==> src/hw/tec_pkg.sv <==
`default_nettype none

// ==========================================================================
// Shared constants of the receive error counter block.
// ==========================================================================
package tec_pkg;

  // ========================================================================
  // Register map.
  // ========================================================================
  localparam logic [7:0] ERROR_COUNTER_SETUP_OFS       = 8'h41;
  localparam logic [7:0] LINE_VIOLATION_COUNT_HIGH_OFS = 8'h42;
  localparam logic [7:0] LINE_VIOLATION_COUNT_LOW_OFS  = 8'h43;
  localparam logic [7:0] PATH_VIOLATION_COUNT_HIGH_OFS = 8'h44;
  localparam logic [7:0] PATH_VIOLATION_COUNT_LOW_OFS  = 8'h45;
  localparam logic [7:0] SETUP_RESET                   = 8'h00;
  localparam logic [7:0] SETUP_WRITE_MASK              = 8'h7F;
  localparam logic [7:0] UNMAPPED_READ                 = 8'h00;
  localparam logic [15:0] COUNT_RESET                  = 16'h0000;
  localparam logic [15:0] COUNT_MAX                    = 16'hFFFF;

  // ========================================================================
  // Fields of the error counter setup register.
  // ========================================================================
  localparam int EXCESS_ZERO_COUNT_ENABLE_BIT     = 0;
  localparam int OUT_OF_SYNC_COUNTER_FUNCTION_BIT = 1;
  localparam int FS_BIT_ERROR_REPORT_ENABLE_BIT   = 2;
  localparam int E1_VIOLATION_TYPE_SELECT_BIT     = 3;
  localparam int ACCUMULATION_SOURCE_SELECT_BIT   = 4;
  localparam int AUTO_INTERVAL_SELECT_BIT         = 5;
  localparam int MANUAL_COUNT_LATCH_BIT           = 6;

  // ========================================================================
  // Timing.
  // ========================================================================
  localparam int CLK_KHZ            = 40000;
  localparam int ONE_SECOND_MS      = 1000;
  localparam int ONE_SECOND_CYCLES  = ONE_SECOND_MS * CLK_KHZ;
  localparam logic [8:0] T1_SHORT_FRAMES = 9'd333;
  localparam logic [8:0] E1_SHORT_FRAMES = 9'd500;
  localparam logic [4:0] T1_ZERO_RUN       = 5'd16;
  localparam logic [4:0] T1_B8ZS_ZERO_RUN  = 5'd8;

endpackage

`default_nettype wire

==> src/hw/tec_sat_counter.sv <==
`default_nettype none

// ==========================================================================
// Saturating running counter with a host-visible latched copy.
// ==========================================================================
module tec_sat_counter (
  // Clock and reset.
  input  wire logic        clk,
  input  wire logic        sys_rst,
  // Control.
  input  wire logic        countInc,
  input  wire logic        latchNow,
  // Results.
  output logic [15:0]      runningCount,
  output logic [15:0]      latchedCount
);
  import tec_pkg::*;

  // Running count stops at full scale; on a latch it restarts, keeping a
  // same-cycle event so that none is lost across the boundary.
  always_ff @(posedge clk) begin
    if (sys_rst) begin
      runningCount <= COUNT_RESET;
    end else if (latchNow) begin
      runningCount <= {15'h0000, countInc};
    end else if (countInc && runningCount != COUNT_MAX) begin
      runningCount <= runningCount + 16'h0001;
    end
  end

  // Latched copy changes only on an update, never on a read.
  always_ff @(posedge clk) begin
    if (sys_rst) begin
      latchedCount <= COUNT_RESET;
    end else if (latchNow) begin
      latchedCount <= runningCount;
    end
  end
endmodule

`default_nettype wire

==> src/hw/tec_error_counters.sv <==
// Chosen here: the address-and-strobe port.
`default_nettype none

// ==========================================================================
// Receive error counters: line code violations and path errors.
// ==========================================================================
// Summary of operation
// - Counters saturate at maximum, never wrap.
// - Latch each second, or 333/500 frames.
// - Accumulation bit picks automatic or manual update.
// - Manual bit rising latches and clears next cycle.
// - Automatic updates flag the interval timer tick.
// - T1 counts violations plus long zero runs.
// - T1 line counter ignores loss of sync.
// - Function bit selects framing errors or multiframes.
// - E1 type bit picks violations or code violations.
// - E1 violation: equal polarity marks, codewords excluded.
// - E1 code violation: equal polarity violation pair.
// - E1 line counter always counts, holds full.
// - T1 path counts CRC6, Ft, optionally Fs.
// - T1 path counter pauses during sync loss.
// - E1 path counts CRC4, pauses on alignment loss.
// - Counts split high byte low address.
module tec_error_counters #(
  parameter int ONE_SECOND_COUNT = tec_pkg::ONE_SECOND_CYCLES
) (
  // Clock and reset.
  input  wire logic       clk,
  input  wire logic       sys_rst,
  // Register port.
  input  wire logic [7:0] regAddr,
  input  wire logic [7:0] regWrData,
  input  wire logic       regWr,
  input  wire logic       regRd,
  output logic [7:0]      regRdData,
  // Framer mode.
  input  wire logic       e1Mode,
  input  wire logic       esfFraming,
  input  wire logic       b8zsEnable,
  input  wire logic       hdb3Enable,
  // Receive line decoder, one bit per strobe.
  input  wire logic       bitStrobe,
  input  wire logic       rxMark,
  input  wire logic       rxPolarity,
  input  wire logic       rxCodeword,
  // Receive framer events.
  input  wire logic       frameStrobe,
  input  wire logic       crc6Error,
  input  wire logic       ftError,
  input  wire logic       fsError,
  input  wire logic       crc4Error,
  input  wire logic       receiveSyncLost,
  input  wire logic       fasSyncLost,
  input  wire logic       crc4SyncLost,
  // Status toward the rest of the framer.
  output logic            intervalTick,
  output logic            outOfSyncCounterFunction,
  output logic            countsUpdated
);
  import tec_pkg::*;

  // ========================================================================
  // Setup register and decoding.
  // ========================================================================
  logic [7:0]  setup_q;
  logic        manualPrev_q;
  logic        manualLatch_q;
  logic        haveMark_q;
  logic        lastMarkPol_q;
  logic        haveViol_q;
  logic        lastViolPol_q;
  logic [4:0]  zeroRun_q;
  logic [8:0]  frameCnt_q;
  logic [25:0] secondCnt_q;
  logic        latchNow;
  logic        autoTick;
  logic        frameWrap;
  logic        secondWrap;
  logic        rawViolation;
  logic        bpvEvent;
  logic        cvEvent;
  logic        zeroRunEvent;
  logic        lineInc;
  logic        pathInc;
  logic [8:0]  frameLimit;
  logic [4:0]  zeroLimit;
  logic [15:0] lineRunning;
  logic [15:0] lineLatched;
  logic [15:0] pathRunning;
  logic [15:0] pathLatched;

  // Returns one field of the setup register.
  function automatic logic setupBit(input logic [7:0] setup, input int pos);
    setupBit = setup[pos];
  endfunction

  // Top bit is kept at zero whatever the host writes.
  // top bit masked
  always_ff @(posedge clk) begin
    if (sys_rst) begin
      setup_q <= SETUP_RESET;
    end else if (regWr && regAddr == ERROR_COUNTER_SETUP_OFS) begin
      setup_q <= regWrData & SETUP_WRITE_MASK;
    end
  end

  assign outOfSyncCounterFunction = setupBit(setup_q, OUT_OF_SYNC_COUNTER_FUNCTION_BIT);

  // ========================================================================
  // Update timing.
  // ========================================================================
  // Edge detector on the manual bit; the latch lands one cycle after the
  // register write that raised it.
  // manual edge latch
  always_ff @(posedge clk) begin
    if (sys_rst) begin
      manualPrev_q  <= 1'b0;
      manualLatch_q <= 1'b0;
    end else begin
      manualPrev_q  <= setupBit(setup_q, MANUAL_COUNT_LATCH_BIT);
      manualLatch_q <= setupBit(setup_q, ACCUMULATION_SOURCE_SELECT_BIT)
                       && setupBit(setup_q, MANUAL_COUNT_LATCH_BIT) && !manualPrev_q;
    end
  end

  assign frameLimit = e1Mode ? E1_SHORT_FRAMES : T1_SHORT_FRAMES;
  assign frameWrap  = frameStrobe && frameCnt_q == frameLimit - 9'd1;
  assign secondWrap = secondCnt_q == 26'(ONE_SECOND_COUNT - 1);

  // Frame counter for the short interval; a mode change may stretch one
  // interval, which is harmless for performance monitoring.
  // short interval frames
  always_ff @(posedge clk) begin
    if (sys_rst) begin
      frameCnt_q <= 9'h000;
    end else if (frameWrap || frameCnt_q >= frameLimit) begin
      frameCnt_q <= 9'h000;
    end else if (frameStrobe) begin
      frameCnt_q <= frameCnt_q + 9'd1;
    end
  end

  // Free-running one-second timer on the system clock.
  // one second timer
  always_ff @(posedge clk) begin
    if (sys_rst) begin
      secondCnt_q <= 26'h0000000;
    end else if (secondWrap) begin
      secondCnt_q <= 26'h0000000;
    end else begin
      secondCnt_q <= secondCnt_q + 26'd1;
    end
  end

  assign autoTick = setupBit(setup_q, AUTO_INTERVAL_SELECT_BIT) ? frameWrap : secondWrap;
  assign latchNow = setupBit(setup_q, ACCUMULATION_SOURCE_SELECT_BIT) ? manualLatch_q : autoTick;

  // Tick shown to software only while automatic updates run.
  // timer tick out
  always_ff @(posedge clk) begin
    if (sys_rst) begin
      intervalTick  <= 1'b0;
      countsUpdated <= 1'b0;
    end else begin
      intervalTick  <= autoTick && !setupBit(setup_q, ACCUMULATION_SOURCE_SELECT_BIT);
      countsUpdated <= latchNow;
    end
  end

  // ========================================================================
  // Line code violation detection.
  // ========================================================================
  // A violation is a mark of the same polarity as the previous mark.
  assign rawViolation = bitStrobe && rxMark && haveMark_q && rxPolarity == lastMarkPol_q;

  // Substitution codewords are dropped only when the decoder substitutes.
  // codeword exclusion
  assign bpvEvent = rawViolation && !(rxCodeword && (e1Mode ? hdb3Enable : b8zsEnable));

  assign cvEvent = rawViolation && haveViol_q && rxPolarity == lastViolPol_q;

  // Polarity history of marks and of violations.
  always_ff @(posedge clk) begin
    if (sys_rst) begin
      haveMark_q    <= 1'b0;
      lastMarkPol_q <= 1'b0;
      haveViol_q    <= 1'b0;
      lastViolPol_q <= 1'b0;
    end else if (bitStrobe && rxMark) begin
      haveMark_q    <= 1'b1;
      lastMarkPol_q <= rxPolarity;
      if (rawViolation) begin
        haveViol_q    <= 1'b1;
        lastViolPol_q <= rxPolarity;
      end
    end
  end

  // Zero runs count once per run when the run reaches its limit.
  assign zeroLimit    = b8zsEnable ? T1_B8ZS_ZERO_RUN : T1_ZERO_RUN;
  assign zeroRunEvent = bitStrobe && !rxMark && zeroRun_q == zeroLimit - 5'd1;

  always_ff @(posedge clk) begin
    if (sys_rst) begin
      zeroRun_q <= 5'h00;
    end else if (bitStrobe && rxMark) begin
      zeroRun_q <= 5'h00;
    end else if (bitStrobe && zeroRun_q < zeroLimit) begin
      zeroRun_q <= zeroRun_q + 5'd1;
    end
  end

  // Line counter ignores every sync indication in both modes.
  // always enabled
  always_comb begin
    if (e1Mode) begin
      lineInc = setupBit(setup_q, E1_VIOLATION_TYPE_SELECT_BIT) ? cvEvent : bpvEvent;
    end else begin
      lineInc = bpvEvent || (setupBit(setup_q, EXCESS_ZERO_COUNT_ENABLE_BIT) && zeroRunEvent);
    end
  end

  // ========================================================================
  // Path error selection.
  // ========================================================================
  always_comb begin
    if (e1Mode) begin
      pathInc = crc4Error && !fasSyncLost && !crc4SyncLost;
    end else if (esfFraming) begin
      pathInc = crc6Error && !receiveSyncLost;
    end else begin
      pathInc = (ftError || (setupBit(setup_q, FS_BIT_ERROR_REPORT_ENABLE_BIT) && fsError))
                && !receiveSyncLost;
    end
  end

  // ========================================================================
  // Counters.
  // ========================================================================
  // saturating counters
  tec_sat_counter lineCounter (
    .clk          (clk),
    .sys_rst      (sys_rst),
    .countInc     (lineInc),
    .latchNow     (latchNow),
    .runningCount (lineRunning),
    .latchedCount (lineLatched)
  );

  tec_sat_counter pathCounter (
    .clk          (clk),
    .sys_rst      (sys_rst),
    .countInc     (pathInc),
    .latchNow     (latchNow),
    .runningCount (pathRunning),
    .latchedCount (pathLatched)
  );

  // ========================================================================
  // Register read port.
  // ========================================================================
  // Read data stand one cycle after the strobe and hold otherwise at zero.
  // high byte first
  always_ff @(posedge clk) begin
    if (sys_rst) begin
      regRdData <= UNMAPPED_READ;
    end else if (regRd) begin
      case (regAddr)
        ERROR_COUNTER_SETUP_OFS:       regRdData <= setup_q;
        LINE_VIOLATION_COUNT_HIGH_OFS: regRdData <= lineLatched[15:8];
        LINE_VIOLATION_COUNT_LOW_OFS:  regRdData <= lineLatched[7:0];
        PATH_VIOLATION_COUNT_HIGH_OFS: regRdData <= pathLatched[15:8];
        PATH_VIOLATION_COUNT_LOW_OFS:  regRdData <= pathLatched[7:0];
        default:                       regRdData <= UNMAPPED_READ;
      endcase
    end else begin
      regRdData <= UNMAPPED_READ;
    end
  end
endmodule

`default_nettype wire

==> config.mk <==
export PLATFORM = sky130hd
export DESIGN_NAME = tec_error_counters
export DESIGN_NICKNAME = d
export VERILOG_FILES = /design/src/hw/tec_pkg.sv /design/src/hw/tec_sat_counter.sv /design/src/hw/tec_error_counters.sv
export SDC_FILE = /design/constraint.sdc
export NUM_CORES = 1
export LEC_CHECK = 0
export ABC_AREA = 1
export BUFFER_PORTS_ARGS = -buffer_cell sky130_fd_sc_hd__buf_2
export CAP_MARGIN = 0
export CORE_AREA = 2 2 107 109
export CTS_CLUSTER_DIAMETER = 80
export DETAILED_ROUTE_END_ITERATION = 12
export DIE_AREA = 0 0 109 111
export PLACE_DENSITY = 0.76
export SYNTH_ARGS = -nofsm -noshare
export SYNTH_HDL_FRONTEND = slang
export SYNTH_SLANG_ARGS = --single-unit
==> constraint.sdc <==
create_clock -name clk -period 3.3 [get_ports clk]
set_clock_uncertainty 0.15 [all_clocks]
set_input_delay 0.99 -clock clk [delete_from_list [all_inputs] [get_ports clk]]
set_output_delay 0.99 -clock clk [all_outputs]
set_load 0.02 [all_outputs]
# == Word level (Yosys, flattened, before mapping) ==
# Index checks and enable logic that the tools add are counted.
# totals
register_bits,127
out_inout_bits,11
word_cells,96
in_bits,36
# classes
bitwise_logic,1
eq_ne,12
n_addsub,7
magnitude_cmp,2
n_reduce_logical,41
muxes,14
# op_table
op,n
equality test 8 x 7 -> 1 bit (second input constant),5
case mux 8 bit (5 select lines),1
adder 16 x 1 -> 16 bit (second input constant),2
inequality test 16 bit (second input constant),2
adder 26 x 1 -> 26 bit (second input constant),1
equality test 26 bit (second input constant),1
logical AND 1 bit,23
2-to-1 mux 1 bit,11
OR reduction 2 bit,5
adder 9 x 1 -> 9 bit (second input constant),1
equality test 9 bit,1
greater-or-equal comparator 9 bit,1
subtractor 9 x 1 -> 9 bit (second input constant),1
2-to-1 mux 8 bit,1
zero test 1 bit,7
adder 5 x 1 -> 5 bit (second input constant),1
equality test 5 bit,1
less-than comparator 5 bit,1
2-to-1 mux 5 bit,1
subtractor 5 x 1 -> 5 bit (second input constant),1
nonzero test 2 bit,2
logical OR 1 bit,3
equality test 1 bit,2
AND reduction 2 bit,1
NOT 1 bit,1

# == Logic depth before layout (Yosys ltp) ==
# logic_depth
word_depth,10
mapped_depth,13
ltp_nobuf,13

# == By module ==
# From an unflattened synthesis, not the netlist that was laid out.
# unflattened
hier_cells,931
area_unflattened_um2,6517.5
# modules_own_cells
mod,cells_each,n_inst,seq_area_each_um2,area_per_inst_um2
tec_error_counters,513,1,1261.2,3589.7
tec_sat_counter,209,2,640.6,1463.9

# == Worst setup path before layout ==
# No wires, ideal clock.
# synth_timing
path_type,input port to flip-flop
start,input port e1Mode
end,register lineCounter.runningCount[9]
arrival_ns,2.455
cell_stages,12
slack_ns,0.578
required_ns,3.033
path_cell_list,buf_2 > inv_2 > ha_1 > nand2_1 > nor3_1 > nand3_1 > a21oi_1 > nand2_2 > nand3_2 > buf_4 > buf_6 > a21oi_1
# synth_between
elab_chain_cells,7
elab_cells_between_ends,15
# synth_lines
item,line,rtl
from (decl),tec_error_counters.sv:37,"input wire logic e1Mode,"
2-to-1 mux 8 bit or 2-to-1 mux 1 bit (tied branches),"tec_error_counters.sv:126, tec_error_counters.sv:178",
subtractor 9 x 1 -> 9 bit or logical AND 1 bit (tied branches),"tec_error_counters.sv:127, tec_error_counters.sv:178",
equality test 9 bit or zero test 1 bit (tied branches),"tec_error_counters.sv:127, tec_error_counters.sv:178",
"logical AND 1 bit, on equally long branches","tec_error_counters.sv:127, tec_error_counters.sv:178",
2-to-1 mux 1 bit (tied with other cells),tec_error_counters.sv:155,"assign autoTick = setupBit(setup_q, AUTO_INTERVAL_SELECT_BIT) ? frameWrap : secondWrap;"
"2-to-1 mux 1 bit, on equally long branches","tec_error_counters.sv:156, tec_error_counters.sv:216",
OR reduction 2 bit (no line) or logical AND 1 bit (tied branches),--,
to (signal assigned),tec_sat_counter.sv:25,"runningCount <= {15'h0000, countInc};"
to (signal assigned),tec_sat_counter.sv:27,runningCount <= runningCount + 16'h0001;
to (decl),tec_sat_counter.sv:14,"output logic [15:0] runningCount,"
# Several ways; a longest one is shown, not always the timed one.
# A chain may end at the register's enable or synchronous reset.

# == Worst setup path in the final report ==
# layout_timing
start,input port e1Mode
end,register pathCounter.latchedCount[5]
# layout_between
elab_chain_cells,6
# layout_lines
item,line,rtl
2-to-1 mux 8 bit,tec_error_counters.sv:126,assign frameLimit = e1Mode ? E1_SHORT_FRAMES : T1_SHORT_FRAMES;
subtractor 9 x 1 -> 9 bit,tec_error_counters.sv:127,assign frameWrap = frameStrobe && frameCnt_q == frameLimit - 9'd1;
equality test 9 bit,tec_error_counters.sv:127,
logical AND 1 bit,tec_error_counters.sv:127,
2-to-1 mux 1 bit,tec_error_counters.sv:155,
2-to-1 mux 1 bit,tec_error_counters.sv:156,"assign latchNow = setupBit(setup_q, ACCUMULATION_SOURCE_SELECT_BIT) ? manualLatch_q : autoTick;"
to (signal assigned),tec_sat_counter.sv:36,latchedCount <= runningCount;
to (decl),tec_sat_counter.sv:15,output logic [15:0] latchedCount
# Every way passes these cells.

==> impl_metrics.toml <==
[cells_and_area]
final_area_mm2 = 0.00726
syn_to_final_growth_pct = 13.4
diodes = 0
final_layout_size_suffix_gt1_share_pct = 14.6
utilization_pct = 65.6
final-instance-count-excl-fill = 1098
final_nets = 991

[logic_synthesis]
seq_area_frac_synth_pct = 39.7
netlist_top_cells_area = "dfxtp_1 (40%), nand2_1 (14%), inv_1 (5.8%)"
synth_area_mm2 = 0.00641
synth-main-ff-cell = "dfxtp_1"
synth_cells = 894
yosysTopAreaCellShare_pct = 39.7
ys_ff_latch = 127
synth_most_common_cell = "nand2_1"
yosysWarnings = 0
synth_cell_types = 35
synth_edf_count = 0
synth_top_cell_by_area = "dfxtp_1"
synth_common_cells = "nand2_1 (231), dfxtp_1 (127), inv_1 (99), nor2_1 (93), a21oi_1 (63)"
synthArstFlopShare_pct = 0
syn_area_per_cell_um2 = 7.17
syn_nets = 942

[floorplan]
coreArea_mm2 = 0.0111
initial_core_util_pct = 57.8
num_rows = 39
num_io_pins = 47
die-height_um = 111
die_w_um = 109
dieArea_mm2 = 0.0121

[critical_path]
worst-path-buf-inv = 3
cp.arrival_ns = 2.83
crit_path_start_kind = "primary input"
critPathCaptureType = "flop"
cp_max_fo = 16
crit_path_cell_trace = "buf_2 > inv_2 > ha_1 > nand2_1 > nor3_1 > nand3_1 > a21oi_1 > nand2_2 > nand2_1 > nand2_2 > buf_12 > o21ai_2"
crit_required_ns = 3.51
crit_family = "simple AND/OR/NAND/NOR gates"
crit_path_top_delay_cell = "ha_1"
critPathMaxStageDelay_ns = 0.32
critPathKind = "in -> reg"

[clock_network]
ctsHoldBuffers = 0
root_buffer = "clkbuf_16"
clock_sinks = 127
cts.repair.resized = 0
clk-insertion-delay-late_ns = 0.42
postCtsSetupBuffers = 0
ctsHtreeMaxLevel = 4
cts_tree = "done"
clk_pin_slew_worst_paths_ns = 0.05
cts_buffer_depth = 2
numCtsBuffers = 17

[placed_design]
dpl-instance-area_mm2 = 0.00671
io_buffers = 45
dp.cells = 1067
place_congestion = 0.913
hpwl_um = 10600

[sta]
period_needed_ns = 2.62
rsz0062_at_grt = "false"
slew_headroom_pct = 60.8
hold_viol = 0
setup_viol = 0
tightest_slew_ns = 0.586
max_freq_mhz = 382
finalCritPeriodShare_pct = 79.4
tns_ns = 0
drv_slew = 0

[outcome]
status = "complete, no violations"

[global_routing]
grt_pass1_vias = 5390
grt_start_max_net_pins = 35
gr-usage-all-layers_pct = 25.6
antenna_found_initial = 0
grt_pass1_wl_um = 24400
grt-ovfl-total = 0

[pwr]
power_switching_uw = 755
clock_power_share_pct = 50.7
p_seq_share_pct = 45.2
p_per_area_mw_per_mm2 = 475
power.total_mw = 3.45
p_leak_nw = 2.78
combPwrFrac_pct = 4.1
ir_worst_vdd_mv = 0.414
swShare_pct = 21.9
p_int_mw = 2.70

[detailed_routing]
final_antenna_net_count = 0
wirelength_um = 14700
drt_first_pass_iters = 5
drtIter0Drc = 453
drcViolationCount = 0
vias = 5735
wl_per_cell_um = 13.4
vias_per_cell = 5.22

[min_path]
hold_class = "reg -> reg"

[flow_run]
drv_cap = 0
-- metrics by stage --
stage	hold slack, ns	setup WS [ns]
5_1_grt	0.258	0.545
2_1_floorplan	0.223	0.578
3_5_place_dp	0.234	0.254
6_report	0.242	0.681
3_3_place_gp	0.229	0.262
4_1_cts	0.243	0.688
-- worst register-to-register path: cells and delay by family (launching register included) --
family                     cells  cell delay, ns
AOI/OAI and AO/OA              1            0.12
adders and majority gates      1            0.28
DFF                            1            0.37
and+or+nand+nor                7            1.10
buffers and inverters          1            0.25
-- sequential cells by signal, summed over array words and instances (netlist names) --
name,cells
zeroRun_q,5
lastMarkPol_q,1
regRdData,8
pathCounter.latchedCount,16
manualPrev_q,1
lineCounter.latchedCount,16
pathCounter.runningCount,16
countsUpdated,1
intervalTick,1
lastViolPol_q,1
manualLatch_q,1
frameCnt_q,9
setup_q,7
lineCounter.runningCount,16
secondCnt_q,26
haveViol_q,1
haveMark_q,1
-- cell type report --
class,count,area [um2]
clock inverters,6,57.6
repair buffers,51,283
flip-flops and latches,127,2540
inverters,104,390
well taps,143,179
fillers,973,3810
multi-input cells,642,3320
clock buffers,25,495
-- layout by cell type, fill, tap and decap left out, types with 5 or more instances in the layout --
master,synthesis,routed
ha_1,12,12
nor2_1,93,93
buf_2,8,45
nand3_2,6,6
xnor2_1,6,6
nand4_1,28,28
or2_2,9,9
clkbuf_16,0,17
nor3_1,35,35
nor3b_1,5,5
xor2_1,30,30
buf_4,4,5
dfxtp_1,127,127
a21oi_1,63,63
o21ai_2,30,30
o21ai_0,20,20
nand3_1,51,51
inv_1,99,99
inv_2,5,5
nand2_1,231,231
-- per-layer routing --
| metal | GRT usage (%) | part of all wire, % | vias to the layer above | wire [um] |
|---|---|---|---|---|
| met5 | 0 | 0 | - | 0 |
| met4 | 10.4 | 1.8 | 0 | 270 |
| met3 | 6.41 | 4.4 | 26 | 653 |
| met2 | 40.3 | 47 | 129 | 6980 |
| met1 | 33.4 | 46 | 2581 | 6810 |
| li1 | - | - | 2999 | - |
-- power by group through the flow --
stage	registers (mW)	logic, mW	clock network, mW
after CTS	1.56	0.142	1.77
after global routing	1.56	0.161	1.84
final	1.56	0.141	1.75
after global placement	1.59	0.138	0
after detailed placement	1.59	0.140	0
after floorplan	1.59	0.0979	0
-- logic make-up (layout without fill, tap and decap cells) --
logic type               Yosys count  count (layout)  synth area share, %
adder cells (fa/ha/maj)           12              12                 2.34
XOR/XNOR                          36              36                 4.92
buffers and inverters            125             186                 8.54
flip-flops                       127             127                 39.7
AND/OR/NAND/NOR                  474             474                 33.0
AO/OA/AOI/OAI                    120             120                 11.5
-- worst paths after layout --
kind	endpoint	start	slack (ns)	cells after the start
hold / removal	manualLatch_q	manualPrev_q	0.24	1
setup reg to reg	pathCounter.latchedCount[5]	secondCnt_q[0]	0.96	10
setup / recovery	pathCounter.latchedCount[5]	e1Mode	0.68	12
hold reg to reg	manualLatch_q	manualPrev_q	0.24	1
Note: power is estimated with default switching activity, not from simulation.
